File: config.mk
export PLATFORM = sky130hd
export DESIGN_NAME = touch_key_scan_threshold
export DESIGN_NICKNAME = d
export VERILOG_FILES = /design/src/rtl/touch_key_pkg.sv /design/src/rtl/touch_key_scan_threshold.sv
export VERILOG_INCLUDE_DIRS = /design/src /design/src/rtl
export SDC_FILE = /design/constraint.sdc
export NUM_CORES = 1
export LEC_CHECK = 0
export ABC_AREA = 0
export BUFFER_PORTS_ARGS = -buffer_cell sky130_fd_sc_hd__buf_2
export CAP_MARGIN = 20
export CORE_MARGIN = 4
export CORE_UTILIZATION = 50
export CTS_CLUSTER_SIZE = 14
export DETAILED_ROUTE_END_ITERATION = 16
export MAX_ROUTING_LAYER = met4
export PLACE_DENSITY = 0.67
export REMOVE_ABC_BUFFERS = 1
export SLEW_MARGIN = 15
export SYNTH_ARGS = -nofsm -noshare
export SYNTH_HDL_FRONTEND = slang
export SYNTH_SLANG_ARGS = --single-unit
File: constraint.sdc
create_clock -name pclk -period 4.6 [get_ports pclk]
set_clock_uncertainty 0.05 [all_clocks]
set_input_delay 0.92 -clock pclk [delete_from_list [all_inputs] [get_ports pclk]]
set_output_delay 0.92 -clock pclk [all_outputs]
set_load 0.01 [all_outputs]
File: src/rtl/touch_key_defines.svh
// register offsets, field positions, reset values and counter limits of
// the touch key scan block; included by the design
`ifndef TOUCH_KEY_DEFINES_SVH
`define TOUCH_KEY_DEFINES_SVH

// byte address layout: global group, module groups, threshold memory
`define ADDR_MOD_GROUP_BIT  7
`define ADDR_MEM_PAGE       6'h04
`define ADDR_UPPER_ZERO     4'h0

// word index inside the global group
`define IDX_SCAN_CTRL       3'd0
`define IDX_SCAN_STATUS     3'd1
`define IDX_FUNC_COUNT      3'd2

// word index inside a module group (module base 0x80 + n*0x20)
`define IDX_MOD_CFG         3'd0
`define IDX_SLOT_KEY_MAP    3'd1
`define IDX_THRESHOLD_HIGH  3'd2
`define IDX_THRESHOLD_LOW   3'd3
`define IDX_THRESHOLD_FLAGS 3'd4
`define IDX_CYCLE_COUNT     3'd5
`define IDX_SLOT_PERIOD     3'd6

// scan control fields
`define CTRL_MODE_LSB       0
`define CTRL_START_BIT      2
`define CTRL_SINGLE_BIT     3
`define CTRL_SHARED_BIT     4

// scan status fields
`define STAT_OVF_BIT        0
`define STAT_BUSY_BIT       1
`define STAT_SLOT_LSB       2

// module configuration fields
`define CFG_TSS_BIT         7
`define CFG_ROEN_BIT        5
`define CFG_KOEN_BIT        4

// threshold flags register: hit flags sit above the direction bits
`define THS_FLAG_LSB        4

// reset values
`define CTRL_RESET          8'h00
`define MAP_RESET           8'he4
`define THRESHOLD_RESET     8'h00
`define THS_RESET           8'h00
`define PERIOD_RESET        8'h00

// counter limits
`define UNIT_LAST           5'h1f
`define SLOT_LAST           8'hff

`endif

File: src/rtl/touch_key_pkg.sv
// types shared by the touch key scan design
// assumes touch_key_defines.svh is on the include path
package touch_key_pkg;

	typedef enum logic [1:0] {
		MODE_AUTO       = 2'b00,
		MODE_MANUAL     = 2'b01,
		MODE_PERIODIC   = 2'b10,
		MODE_PERIODIC_B = 2'b11
	} scan_mode_e;

	// gray along idle -> scan -> slot end -> done -> idle
	typedef enum logic [1:0] {
		ST_IDLE     = 2'b00,
		ST_SCAN     = 2'b01,
		ST_SLOT_END = 2'b11,
		ST_DONE     = 2'b10
	} scan_state_e;

	typedef struct packed {
		logic       tss;
		logic       roen;
		logic       koen;
		logic [3:0] key_en;
	} mod_cfg_s;

	typedef struct packed {
		logic [3:0]  ref_run;
		logic [15:0] key_run;
	} osc_run_s;

endpackage : touch_key_pkg

File: src/rtl/touch_key_scan_threshold.sv
// touch key scan and threshold block: four modules of four keys each,
// apb register slave, slot sequencing, counters and threshold compare.
// assumes oscillator ticks and the rc clock level are synchronous to pclk.
//
// Overview of operation
// - each key has an enable bit; 1 makes its pin a touch input
// - disabled slot key: module oscillators stay off during that slot
// - slot key map holds 2-bit key codes for slots 0 to 3
// - slot 1..3 selections ignored in manual mode or single slot
// - slot 0 field picks the measured key in manual mode
// - periodic mode loads next slot threshold at each slot end
// - finished slot in periodic mode compares count with threshold; sets hit, signals event
// - flags register: hit flags bits 7..4, directions bits 3..0
// - manual mode raises overflow event when reference interval ends
// - shared select makes module 0 slot counter govern all modules
// - one scan start bit starts all modules
// - clearing start clears cycle, function, unit counters; slot counter kept
// - start rising edge switches on all four counters
// - slot counter overflow ending the last slot stops oscillators and all counters
// - slot counter clocked by reference osc or low-speed rc
// - oscillators run per reference and key oscillator enable bits
// - overflow event when all enabled modules or module 0 overflow
// - module n holds keys 4n+1 to 4n+4; module 0 differs: it always gets roen on an auto start, clocks the function counter and times shared slots
// - touch measured by counting key cycles in a fixed period
// - every key has its own sensing oscillator
// - mode 00 auto, 01 manual, 10 or 11 periodic auto
// - single slot: only slot 0 scans, slots 1..3 skipped
//
// Added by the designer: register access over APB and the address map.
`include "touch_key_defines.svh"

module touch_key_scan_threshold (
	input  wire logic                   pclk,
	input  wire logic                   presetn,
	input  wire logic                   psel,
	input  wire logic                   penable,
	input  wire logic                   pwrite,
	input  wire logic [11:0]            paddr,
	input  wire logic [31:0]            pwdata,
	output logic      [31:0]            prdata,
	output logic                        pready,
	output logic                        pslverr,
	input  wire logic [15:0]            key_osc_tick,
	input  wire logic [3:0]             ref_osc_tick,
	input  wire logic                   low_speed_rc_clock,
	input  wire logic                   periodic_trigger,
	output logic      [15:0]            key_input_enable,
	output touch_key_pkg::osc_run_s     osc_run,
	output logic                        slot_overflow_pulse,
	output logic                        threshold_hit_pulse
);
	import touch_key_pkg::*;

	localparam int MODS = 4;

	////////////////////////////////////////////////////////////////////////
	// functions

	function automatic logic [1:0] slot_key(input logic [7:0] map,
	                                         input logic [1:0] slot);
		logic [1:0] k;
		k = map[1:0];
		unique case (slot)
			2'd0: k = map[1:0];
			2'd1: k = map[3:2];
			2'd2: k = map[5:4];
			2'd3: k = map[7:6];
		endcase
		return k;
	endfunction : slot_key

	function automatic logic past_threshold(input logic [15:0] cnt,
	                                        input logic [15:0] th,
	                                        input logic        upper);
		return upper ? (cnt > th) : (cnt < th);
	endfunction : past_threshold

	////////////////////////////////////////////////////////////////////////
	// state

	scan_state_e  state_reg;
	scan_state_e  state_next;
	logic [1:0]   slot_reg;
	logic [1:0]   mode_reg;
	logic         start_reg;
	logic         start_d_reg;
	logic         single_reg;
	logic         shared_reg;
	logic         lirc_d_reg;
	logic         ovf_evt_reg;
	logic [15:0]  func_reg;
	mod_cfg_s     cfg_reg      [MODS];
	logic [7:0]   map_reg      [MODS];
	logic [7:0]   thh_reg      [MODS];
	logic [7:0]   thl_reg      [MODS];
	logic [7:0]   ths_reg      [MODS];
	logic [7:0]   period_reg   [MODS];
	logic [7:0]   slot_cnt_reg [MODS];
	logic [15:0]  cyc_reg      [MODS];
	logic [4:0]   unit_reg     [MODS];
	logic [MODS-1:0] ovf_seen_reg;
	logic [15:0]  thr_mem      [16];
	logic [31:0]  rdata_reg;
	logic         err_reg;
	logic         ovf_pulse_reg;
	logic         hit_pulse_reg;

	////////////////////////////////////////////////////////////////////////
	// apb decode

	wire        wr       = psel & penable & pwrite;
	wire        setup    = psel & ~penable;
	wire [2:0]  idx      = paddr[4:2];
	wire [1:0]  amod     = paddr[6:5];
	wire        in_low   = paddr[11:8] == `ADDR_UPPER_ZERO;
	wire        is_mod   = in_low & paddr[`ADDR_MOD_GROUP_BIT];
	wire        is_glob  = in_low & ~paddr[`ADDR_MOD_GROUP_BIT] &
	                       (paddr[6:5] == 2'd0);
	wire        is_mem   = paddr[11:6] == `ADDR_MEM_PAGE;
	wire        glob_ok  = is_glob & (idx <= `IDX_FUNC_COUNT);
	wire        mod_ok   = is_mod & (idx <= `IDX_SLOT_PERIOD);
	wire        addr_ok  = glob_ok | mod_ok | is_mem;
	wire        wr_glob  = wr & glob_ok;
	wire        wr_mod   = wr & mod_ok;
	wire        wr_mem   = wr & is_mem;

	////////////////////////////////////////////////////////////////////////
	// scan control

	wire manual     = mode_reg == MODE_MANUAL;
	wire periodic   = mode_reg[1];
	wire scanning   = state_reg == ST_SCAN;
	wire slot_end   = state_reg == ST_SLOT_END;
	wire busy       = state_reg != ST_IDLE;
	wire start_rise = start_reg & ~start_d_reg;
	wire restart    = periodic & start_reg & periodic_trigger;
	wire go         = (start_rise | restart) & ~busy;
	wire lirc_tick  = low_speed_rc_clock & ~lirc_d_reg;
	// manual and single slot runs end after slot 0
	wire last_slot  = manual | single_reg | (slot_reg == 2'd3);
	wire [1:0] eff_slot  = (manual | single_reg) ? 2'd0 : slot_reg;
	wire [1:0] next_slot = last_slot ? 2'd0 : slot_reg + 2'd1;

	logic [1:0]      sel_key [MODS];
	logic [MODS-1:0] mod_active;
	logic [MODS-1:0] ref_run;
	logic [MODS-1:0] ref_tick_g;
	logic [MODS-1:0] slot_tick;
	logic [MODS-1:0] ovf_now;
	logic [MODS-1:0] hit_any;
	logic [15:0]     key_run;

	for (genvar m = 0; m < MODS; m++) begin : g_mod
		assign sel_key[m]    = slot_key(map_reg[m], eff_slot);
		assign mod_active[m] = cfg_reg[m].key_en[sel_key[m]];
		assign ref_run[m]    = scanning & cfg_reg[m].roen &
		                       mod_active[m];
		for (genvar k = 0; k < 4; k++) begin : g_key
			assign key_run[m*4+k] = scanning & cfg_reg[m].koen &
			                        mod_active[m] &
			                        (sel_key[m] == 2'(k));
			assign key_input_enable[m*4+k] = cfg_reg[m].key_en[k];
		end
		assign ref_tick_g[m] = ref_osc_tick[m] & ref_run[m];
		// rc clock bypasses the 5-bit unit counter for a shorter slot
		assign slot_tick[m]  = scanning & mod_active[m] &
		                       (cfg_reg[m].tss ? lirc_tick :
		                        (ref_tick_g[m] &
		                         (unit_reg[m] == `UNIT_LAST)));
		assign ovf_now[m]    = slot_tick[m] &
		                       (slot_cnt_reg[m] == `SLOT_LAST);
		assign hit_any[m]    = slot_end & periodic & mod_active[m] &
		                       past_threshold(cyc_reg[m],
		                                      {thh_reg[m], thl_reg[m]},
		                                      ths_reg[m][sel_key[m]]);
	end

	wire [MODS-1:0] ovf_all = ovf_seen_reg | ovf_now;
	// modules whose slot key is disabled do not hold the slot open
	// a disabled module 0 slot key must not hang a shared-counter slot
	wire slot_done = scanning &
	                 (shared_reg ? (ovf_all[0] | ~mod_active[0]) :
	                  (&(ovf_all | ~mod_active)));

	assign osc_run = '{ref_run: ref_run, key_run: key_run};

	always_comb begin
		state_next = state_reg;
		unique case (state_reg)
			ST_IDLE:     if (go) state_next = ST_SCAN;
			ST_SCAN:     if (slot_done) state_next = ST_SLOT_END;
			ST_SLOT_END: state_next = last_slot ? ST_DONE : ST_SCAN;
			ST_DONE:     state_next = ST_IDLE;
		endcase
		// dropping start aborts a run in progress
		if (!start_reg) begin
			state_next = ST_IDLE;
		end
	end

	////////////////////////////////////////////////////////////////////////
	// global registers

	always_ff @(posedge pclk or negedge presetn) begin
		if (!presetn) begin
			state_reg   <= ST_IDLE;
			slot_reg    <= 2'd0;
			mode_reg    <= MODE_AUTO;
			start_reg   <= 1'b0;
			start_d_reg <= 1'b0;
			single_reg  <= 1'b0;
			shared_reg  <= 1'b0;
			lirc_d_reg  <= 1'b0;
			ovf_evt_reg <= 1'b0;
		end else begin
			state_reg   <= state_next;
			start_d_reg <= start_reg;
			lirc_d_reg  <= low_speed_rc_clock;
			if (go) begin
				slot_reg <= 2'd0;
			end else if (slot_end) begin
				slot_reg <= next_slot;
			end
			if (wr_glob && idx == `IDX_SCAN_CTRL) begin
				mode_reg   <= pwdata[`CTRL_MODE_LSB +: 2];
				start_reg  <= pwdata[`CTRL_START_BIT];
				single_reg <= pwdata[`CTRL_SINGLE_BIT];
				shared_reg <= pwdata[`CTRL_SHARED_BIT];
			end
			// set wins over a software clear in the same cycle
			if (state_reg == ST_DONE) begin
				ovf_evt_reg <= 1'b1;
			end else if (wr_glob && idx == `IDX_SCAN_STATUS &&
			             !pwdata[`STAT_OVF_BIT]) begin
				ovf_evt_reg <= 1'b0;
			end
		end
	end

	// function counter follows module 0 reference cycles
	always_ff @(posedge pclk or negedge presetn) begin
		if (!presetn) begin
			func_reg <= 16'h0000;
		end else if (!start_reg || go || (slot_end && !last_slot)) begin
			func_reg <= 16'h0000;
		end else if (ref_tick_g[0]) begin
			func_reg <= func_reg + 16'h0001;
		end
	end

	always_ff @(posedge pclk) begin
		if (wr_mem) begin
			thr_mem[paddr[5:2]] <= pwdata[15:0];
		end
	end

	////////////////////////////////////////////////////////////////////////
	// per-module registers and counters

	always_ff @(posedge pclk or negedge presetn) begin
		if (!presetn) begin
			for (int m = 0; m < MODS; m++) begin
				cfg_reg[m]      <= '0;
				map_reg[m]      <= `MAP_RESET;
				thh_reg[m]      <= `THRESHOLD_RESET;
				thl_reg[m]      <= `THRESHOLD_RESET;
				ths_reg[m]      <= `THS_RESET;
				period_reg[m]   <= `PERIOD_RESET;
				slot_cnt_reg[m] <= `PERIOD_RESET;
				cyc_reg[m]      <= 16'h0000;
				unit_reg[m]     <= 5'h00;
			end
			ovf_seen_reg <= '0;
		end else begin
			for (int m = 0; m < MODS; m++) begin
				if (wr_mod && amod == 2'(m)) begin
					unique case (idx)
						`IDX_MOD_CFG: cfg_reg[m] <= '{
							tss:    pwdata[`CFG_TSS_BIT],
							roen:   pwdata[`CFG_ROEN_BIT],
							koen:   pwdata[`CFG_KOEN_BIT],
							key_en: pwdata[3:0]};
						`IDX_SLOT_KEY_MAP:   map_reg[m] <= pwdata[7:0];
						`IDX_THRESHOLD_HIGH: thh_reg[m] <= pwdata[7:0];
						`IDX_THRESHOLD_LOW:  thl_reg[m] <= pwdata[7:0];
						`IDX_SLOT_PERIOD:    period_reg[m] <= pwdata[7:0];
						default: ;
					endcase
				end
				// hardware sets koen, and roen for module 0 or keyed modules without tss or shared select, on an auto start and clears both at done in every mode
				if (go && !manual) begin
					cfg_reg[m].koen <= 1'b1;
					cfg_reg[m].roen <= (m == 0) ||
					                   ((|cfg_reg[m].key_en) &&
					                    !cfg_reg[m].tss && !shared_reg);
				end else if (state_reg == ST_DONE) begin
					cfg_reg[m].koen <= 1'b0;
					cfg_reg[m].roen <= 1'b0;
				end
				if ((go || slot_end) && periodic) begin
					{thh_reg[m], thl_reg[m]} <=
						thr_mem[{2'(m), go ? 2'd0 : next_slot}];
				end
				// flags: write 0 clears, 1 keeps; a new hit always wins
				if (wr_mod && amod == 2'(m) &&
				    idx == `IDX_THRESHOLD_FLAGS) begin
					ths_reg[m][3:0] <= pwdata[3:0];
					ths_reg[m][7:4] <= (ths_reg[m][7:4] & pwdata[7:4]) |
						({3'b000, hit_any[m]} << sel_key[m]);
				end else if (hit_any[m]) begin
					ths_reg[m][`THS_FLAG_LSB + sel_key[m]] <= 1'b1;
				end
				if (!start_reg || go || (slot_end && !last_slot)) begin
					cyc_reg[m] <= 16'h0000;
				end else if (|(key_osc_tick[m*4 +: 4] & key_run[m*4 +: 4]))
				begin
					cyc_reg[m] <= cyc_reg[m] + 16'h0001;
				end
				if (!start_reg || go || slot_end) begin
					unit_reg[m] <= 5'h00;
				end else if (ref_tick_g[m]) begin
					unit_reg[m] <= unit_reg[m] + 5'h01;
				end
				// slot counter keeps its value when start drops
				if (go || slot_end || ovf_now[m]) begin
					slot_cnt_reg[m] <= period_reg[m];
				end else if (slot_tick[m]) begin
					slot_cnt_reg[m] <= slot_cnt_reg[m] + 8'h01;
				end
			end
			if (go || slot_end) begin
				ovf_seen_reg <= '0;
			end else begin
				ovf_seen_reg <= ovf_seen_reg | ovf_now;
			end
		end
	end

	////////////////////////////////////////////////////////////////////////
	// apb read path, captured in the setup phase

	logic [31:0] rmux;
	always_comb begin
		rmux = 32'h0000_0000;
		if (is_mem) begin
			rmux = {16'h0000, thr_mem[paddr[5:2]]};
		end else if (glob_ok) begin
			unique case (idx)
				`IDX_SCAN_CTRL: rmux = {27'h0, shared_reg, single_reg,
				                        start_reg, mode_reg};
				`IDX_SCAN_STATUS: rmux = {28'h0, slot_reg, busy,
				                          ovf_evt_reg};
				`IDX_FUNC_COUNT: rmux = {16'h0000, func_reg};
				default: ;
			endcase
		end else if (mod_ok) begin
			unique case (idx)
				`IDX_MOD_CFG: rmux = {24'h0, cfg_reg[amod].tss, 1'b0,
				                      cfg_reg[amod].roen,
				                      cfg_reg[amod].koen,
				                      cfg_reg[amod].key_en};
				`IDX_SLOT_KEY_MAP:    rmux = {24'h0, map_reg[amod]};
				`IDX_THRESHOLD_HIGH:  rmux = {24'h0, thh_reg[amod]};
				`IDX_THRESHOLD_LOW:   rmux = {24'h0, thl_reg[amod]};
				`IDX_THRESHOLD_FLAGS: rmux = {24'h0, ths_reg[amod]};
				`IDX_CYCLE_COUNT:     rmux = {16'h0000, cyc_reg[amod]};
				`IDX_SLOT_PERIOD:     rmux = {24'h0, period_reg[amod]};
				default: ;
			endcase
		end
	end

	always_ff @(posedge pclk or negedge presetn) begin
		if (!presetn) begin
			rdata_reg     <= 32'h0000_0000;
			err_reg       <= 1'b0;
			ovf_pulse_reg <= 1'b0;
			hit_pulse_reg <= 1'b0;
		end else begin
			if (setup) begin
				rdata_reg <= pwrite ? 32'h0000_0000 : rmux;
				err_reg   <= ~addr_ok;
			end
			ovf_pulse_reg <= state_reg == ST_DONE;
			hit_pulse_reg <= |hit_any;
		end
	end

	assign prdata              = rdata_reg;
	assign pready              = 1'b1;
	assign pslverr             = err_reg & psel & penable;
	assign slot_overflow_pulse = ovf_pulse_reg;
	assign threshold_hit_pulse = hit_pulse_reg;

endmodule : touch_key_scan_threshold

# Word level (Yosys, flattened, before mapping)
# Memories as Yosys holds them, arrays and structs flattened.
# Cells that the tools add are included.
# totals
ff_bits	371
ram_bits	256
inputBits	71
output_inout_bits	72
memories	1
# op_classes
add_sub_neg	18
order_cmp	27
n_eq_ne	40
shifts	4
muxes	147
bitwise	113
reduce_logical	114
# mem_list
memory	words	word_bits	read_ports	rd_ports_with_merged_regs	wr	line	text
thr_mem	16	16	5	0	1	touch_key_scan_threshold.sv:102	logic [15:0] thr_mem [16];
# op_table
operator	n
$mux 8	44
$mux 16	13
$pmux 16 s7	1
$mux 32	3
$add 16x1->16 const B	5
$and 1x1->1	80
$bmux 8 s2	5
$gt 16x16->1	4
$lt 16x16->1	4
$reduce_bool 2->1	26
$reduce_and 2->1	25
$mux 6	8
$pmux 16 s3	1
$mux 5	8
$pmux 2 s4	5
$mux 2	17
$add 8x1->8 const B	4
$and 4x4->4	8
$bmux 16 s2	1
$eq 8x8->1 const B	4
$or 8x8->8	4
$reduce_or 4->1	8
$eq 2x2->1 const B	15
$mux 1	25
other kinds (37)	145

# Logic depth before layout (Yosys ltp)
# depth
ltp_word	21
mapped_depth	12
ltp_nobuf	11

# Worst setup path before layout
# No wires, ideal clock.
# synth_path
path_type	input -> register
from	input port paddr[5]
to	memory thr_mem[12][0] (enable)
setup_time_ns	0.388
arrival_time_ns	3.190
path_slack_ns	0.971
cell_stages	7
n_path_buf	5
path_cell_list	buf_2 buf_2 buf_2 buf_2 buf_1 nand2_1 nor2_1
# synth_lines
element	line	text
from (decl)	touch_key_scan_threshold.sv:38	input wire logic [11:0] paddr,
to (decl)	touch_key_scan_threshold.sv:102	
# Straight into the memory's write port.

==> impl_metrics.json <==
{
  "avgSynthCellArea_um2": 12.1,
  "finalNonFillerCells": 3694,
  "io_buffers": 107,
  "synth_cells": 2703,
  "synthArstFlopShare_pct": 58.1,
  "swShare_pct": 23.1,
  "holdBufCountCts": 0,
  "relSlewSlack_pct": 31.2,
  "intPower_mw": 8.99,
  "yosysWarnings": 0,
  "syn_area_mm2": 0.0327,
  "ys_top_cells_by_area": "dfrtp_1 26%, edfxtp_1 24%, mux4_2 9.9%",
  "vias": 24650,
  "placed_area_mm2": 0.0342,
  "combPwrFrac_pct": 4.8,
  "stdcell_area_mm2": 0.0364,
  "hold_path.class": "input pin to async pin",
  "drive_gt1_share_pct": 22.5,
  "yosysMostFrequentCell": "dfrtp_1",
  "worstRegToRegCells": 10,
  "power.switching_mw": 2.70,
  "synth_top_cell_by_area": "dfrtp_1",
  "cts.path.max_buffers": 3,
  "wire_per_inst_um": 28.1,
  "outcome": "finished clean",
  "pwr_density_cell_mw_per_mm2": 321,
  "die-area_mm2": 0.0695,
  "worst-setup-path-type": "register to output pin",
  "wl_mm": 104,
  "cts_tree": "yes",
  "finalHoldViolCount": 0,
  "die_width_um": 264,
  "synth_seq_cells": 611,
  "setup_viol_count_final": 0,
  "fin_util_pct": 56.4,
  "grt_max_degree": 98,
  "fp.dieH_um": 264,
  "clk_pin_slew_ns": 0.06,
  "drtPass1Iterations": 7,
  "clock-sinks": 611,
  "min_period_ns": 4.31,
  "start_kind": "register",
  "tightest_slew_ns": 1.02,
  "clk_latency_ns": 0.62,
  "synth_commonest_cells": "339 x dfrtp_1, 256 x edfxtp_1, 206 x nor2_1",
  "leakagePower_nw": 14.7,
  "dr.first_iter.drc_count": 3556,
  "cts_max_level": 3,
  "ir_worst_vdd_mv": 0.212,
  "gp_congestion": 0.963,
  "yosysSeqAreaShare_pct": 50.8,
  "io_pins": 143,
  "p_clk_share_pct": 46.1,
  "drc_errors": 0,
  "maxCapViolCount": 0,
  "hpwlAfterDp_mm": 71.1,
  "num_rows": 93,
  "max_freq_ghz": 0.232,
  "grt_pass1_wl_mm": 155,
  "grt_pass1_vias": 24283,
  "core-area_mm2": 0.0646,
  "cp.arrival_ns": 3.34,
  "end_kind": "output pin",
  "crit_required_ns": 3.63,
  "rsz0062_at_grt": "no",
  "nets": 2933,
  "viasPerCell": 6.67,
  "total_power_mw": 11.7,
  "grt-ovfl-total": 0,
  "yosys_most_used_dff": "dfrtp_1",
  "grt_usage_pct": 30.2,
  "period_share_pct": 93.7,
  "start_util_pct": 50.6,
  "slew_violations": 0,
  "synth_edf_count": 256,
  "largest_register_ffs": 256,
  "rr_startpoint": "slot_reg[1]$_DFFE_PN0N_",
  "dp_cells": 3564,
  "ant_nets": 0,
  "antenna_found_initial": 5,
  "worstSetupStartpoint": "slot_reg[1]$_DFFE_PN0N_",
  "root_buffer": "clkbuf_16",
  "numCtsBuffers": 68,
  "area_growth_pct": 11.4,
  "cp_max_fo": 14,
  "synth_top_area_share_pct": 25.9,
  "seqPwrFrac_pct": 49.1,
  "yosysUniqueCellTypes": 99
}
==> per-stage QoR <==
stage                     TNS [ns]  hold WS, ns  worst slack [ns]
after floorplan            -117.31        0.393             -1.83
after detailed placement         0        0.423             0.489
after global placement           0        0.416             0.567
final                            0        0.244             0.290
after CTS                        0        0.318            0.0949
after global routing             0        0.336             0.132
==> critical path: stages, from the launching register on <==
cell,delay [ns]
dfrtp_2,0.58
buf_12,0.19
mux2i_1,0.26
a211oi_2,0.13
o22a_1,0.38
o211ai_2,0.15
and3_1,0.50
nand2_1,0.19
nor3_1,0.17
buf_2,0.16
==> layer usage <==
| metal | wire length (um) | GRT usage, % |
|---|---|---|
| met5 | 0 | - |
| met4 | 3940 | 10.9 |
| met3 | 10800 | 6.97 |
| met2 | 47200 | 45.0 |
| met1 | 42000 | 41.1 |
==> cells in the final DEF (no fill, tap or decap), types with 102 or more instances in the layout <==
cell type / instances
buf_2: 102
dfrtp_1: 337
edfxtp_1: 256
inv_1: 114
mux2_2: 108
mux2i_1: 122
mux4_2: 143
nand2_1: 147
nor2_1: 190
o21ai_0: 103
==> area by class of cell <==
| class | instances | area [um2] |
|---|---|---|
| fillers | 5277 | 28200 |
| flip-flops and latches | 611 | 16600 |
| multi-input cells | 1797 | 14800 |
| clock buffers | 98 | 1950 |
| repair buffers | 186 | 1260 |
| well taps | 855 | 1070 |
| inverters | 116 | 435 |
| clock inverters | 28 | 260 |
| diodes | 3 | 7.51 |
==> cell families after synthesis <==
logic type,Yosys count,share of synthesized area [%]
AOI/OAI and AO/OA,598,12.6
xor gates and xnor gates,42,1.13
adders and majority gates,82,3.14
buffers and inverters,310,4.34
DFF,611,50.8
muxes,378,17.6
other,2,0.0230
and+or+nand+nor,680,10.4
==> timing repair <==
action / 4_1_cts / 5_1_grt
pin swaps: 0 / 1
cloned: 0 / 0
setup buffers: 0 / 1
endpoints found under the setup margin: 9 / 9
endpoints found under the hold margin: 0 / 0
resized for setup: 2 / 2
==> power groups by stage <==
stage | clock [mW] | sequential, mW | combinational, mW
2_1_floorplan | 0 | 5.83 | 0.214
3_3_place_gp | 0 | 5.84 | 0.547
3_5_place_dp | 0 | 5.84 | 0.559
4_1_cts | 5.45 | 5.73 | 0.561
5_1_grt | 5.70 | 5.73 | 0.602
6_report | 5.39 | 5.73 | 0.564
==> path summary, 6_finish.rpt <==
path | slack, ns | end
max reg2reg | 1.00 | cyc_reg[43]$_DFFE_PN0P_
max in group asynchronous | 3.20 | func_reg[14]$_DFFE_PN0P_
min in group pclk | 0.37 | lirc_d_reg$_DFF_PN0_
min | 0.24 | unit_reg[2]$_DFFE_PN0P_
max | 0.29 | osc_run[14]
min reg2reg | 0.43 | prdata[13]$_DFFE_PN0P_
Power figures use the tool's default switching activity.
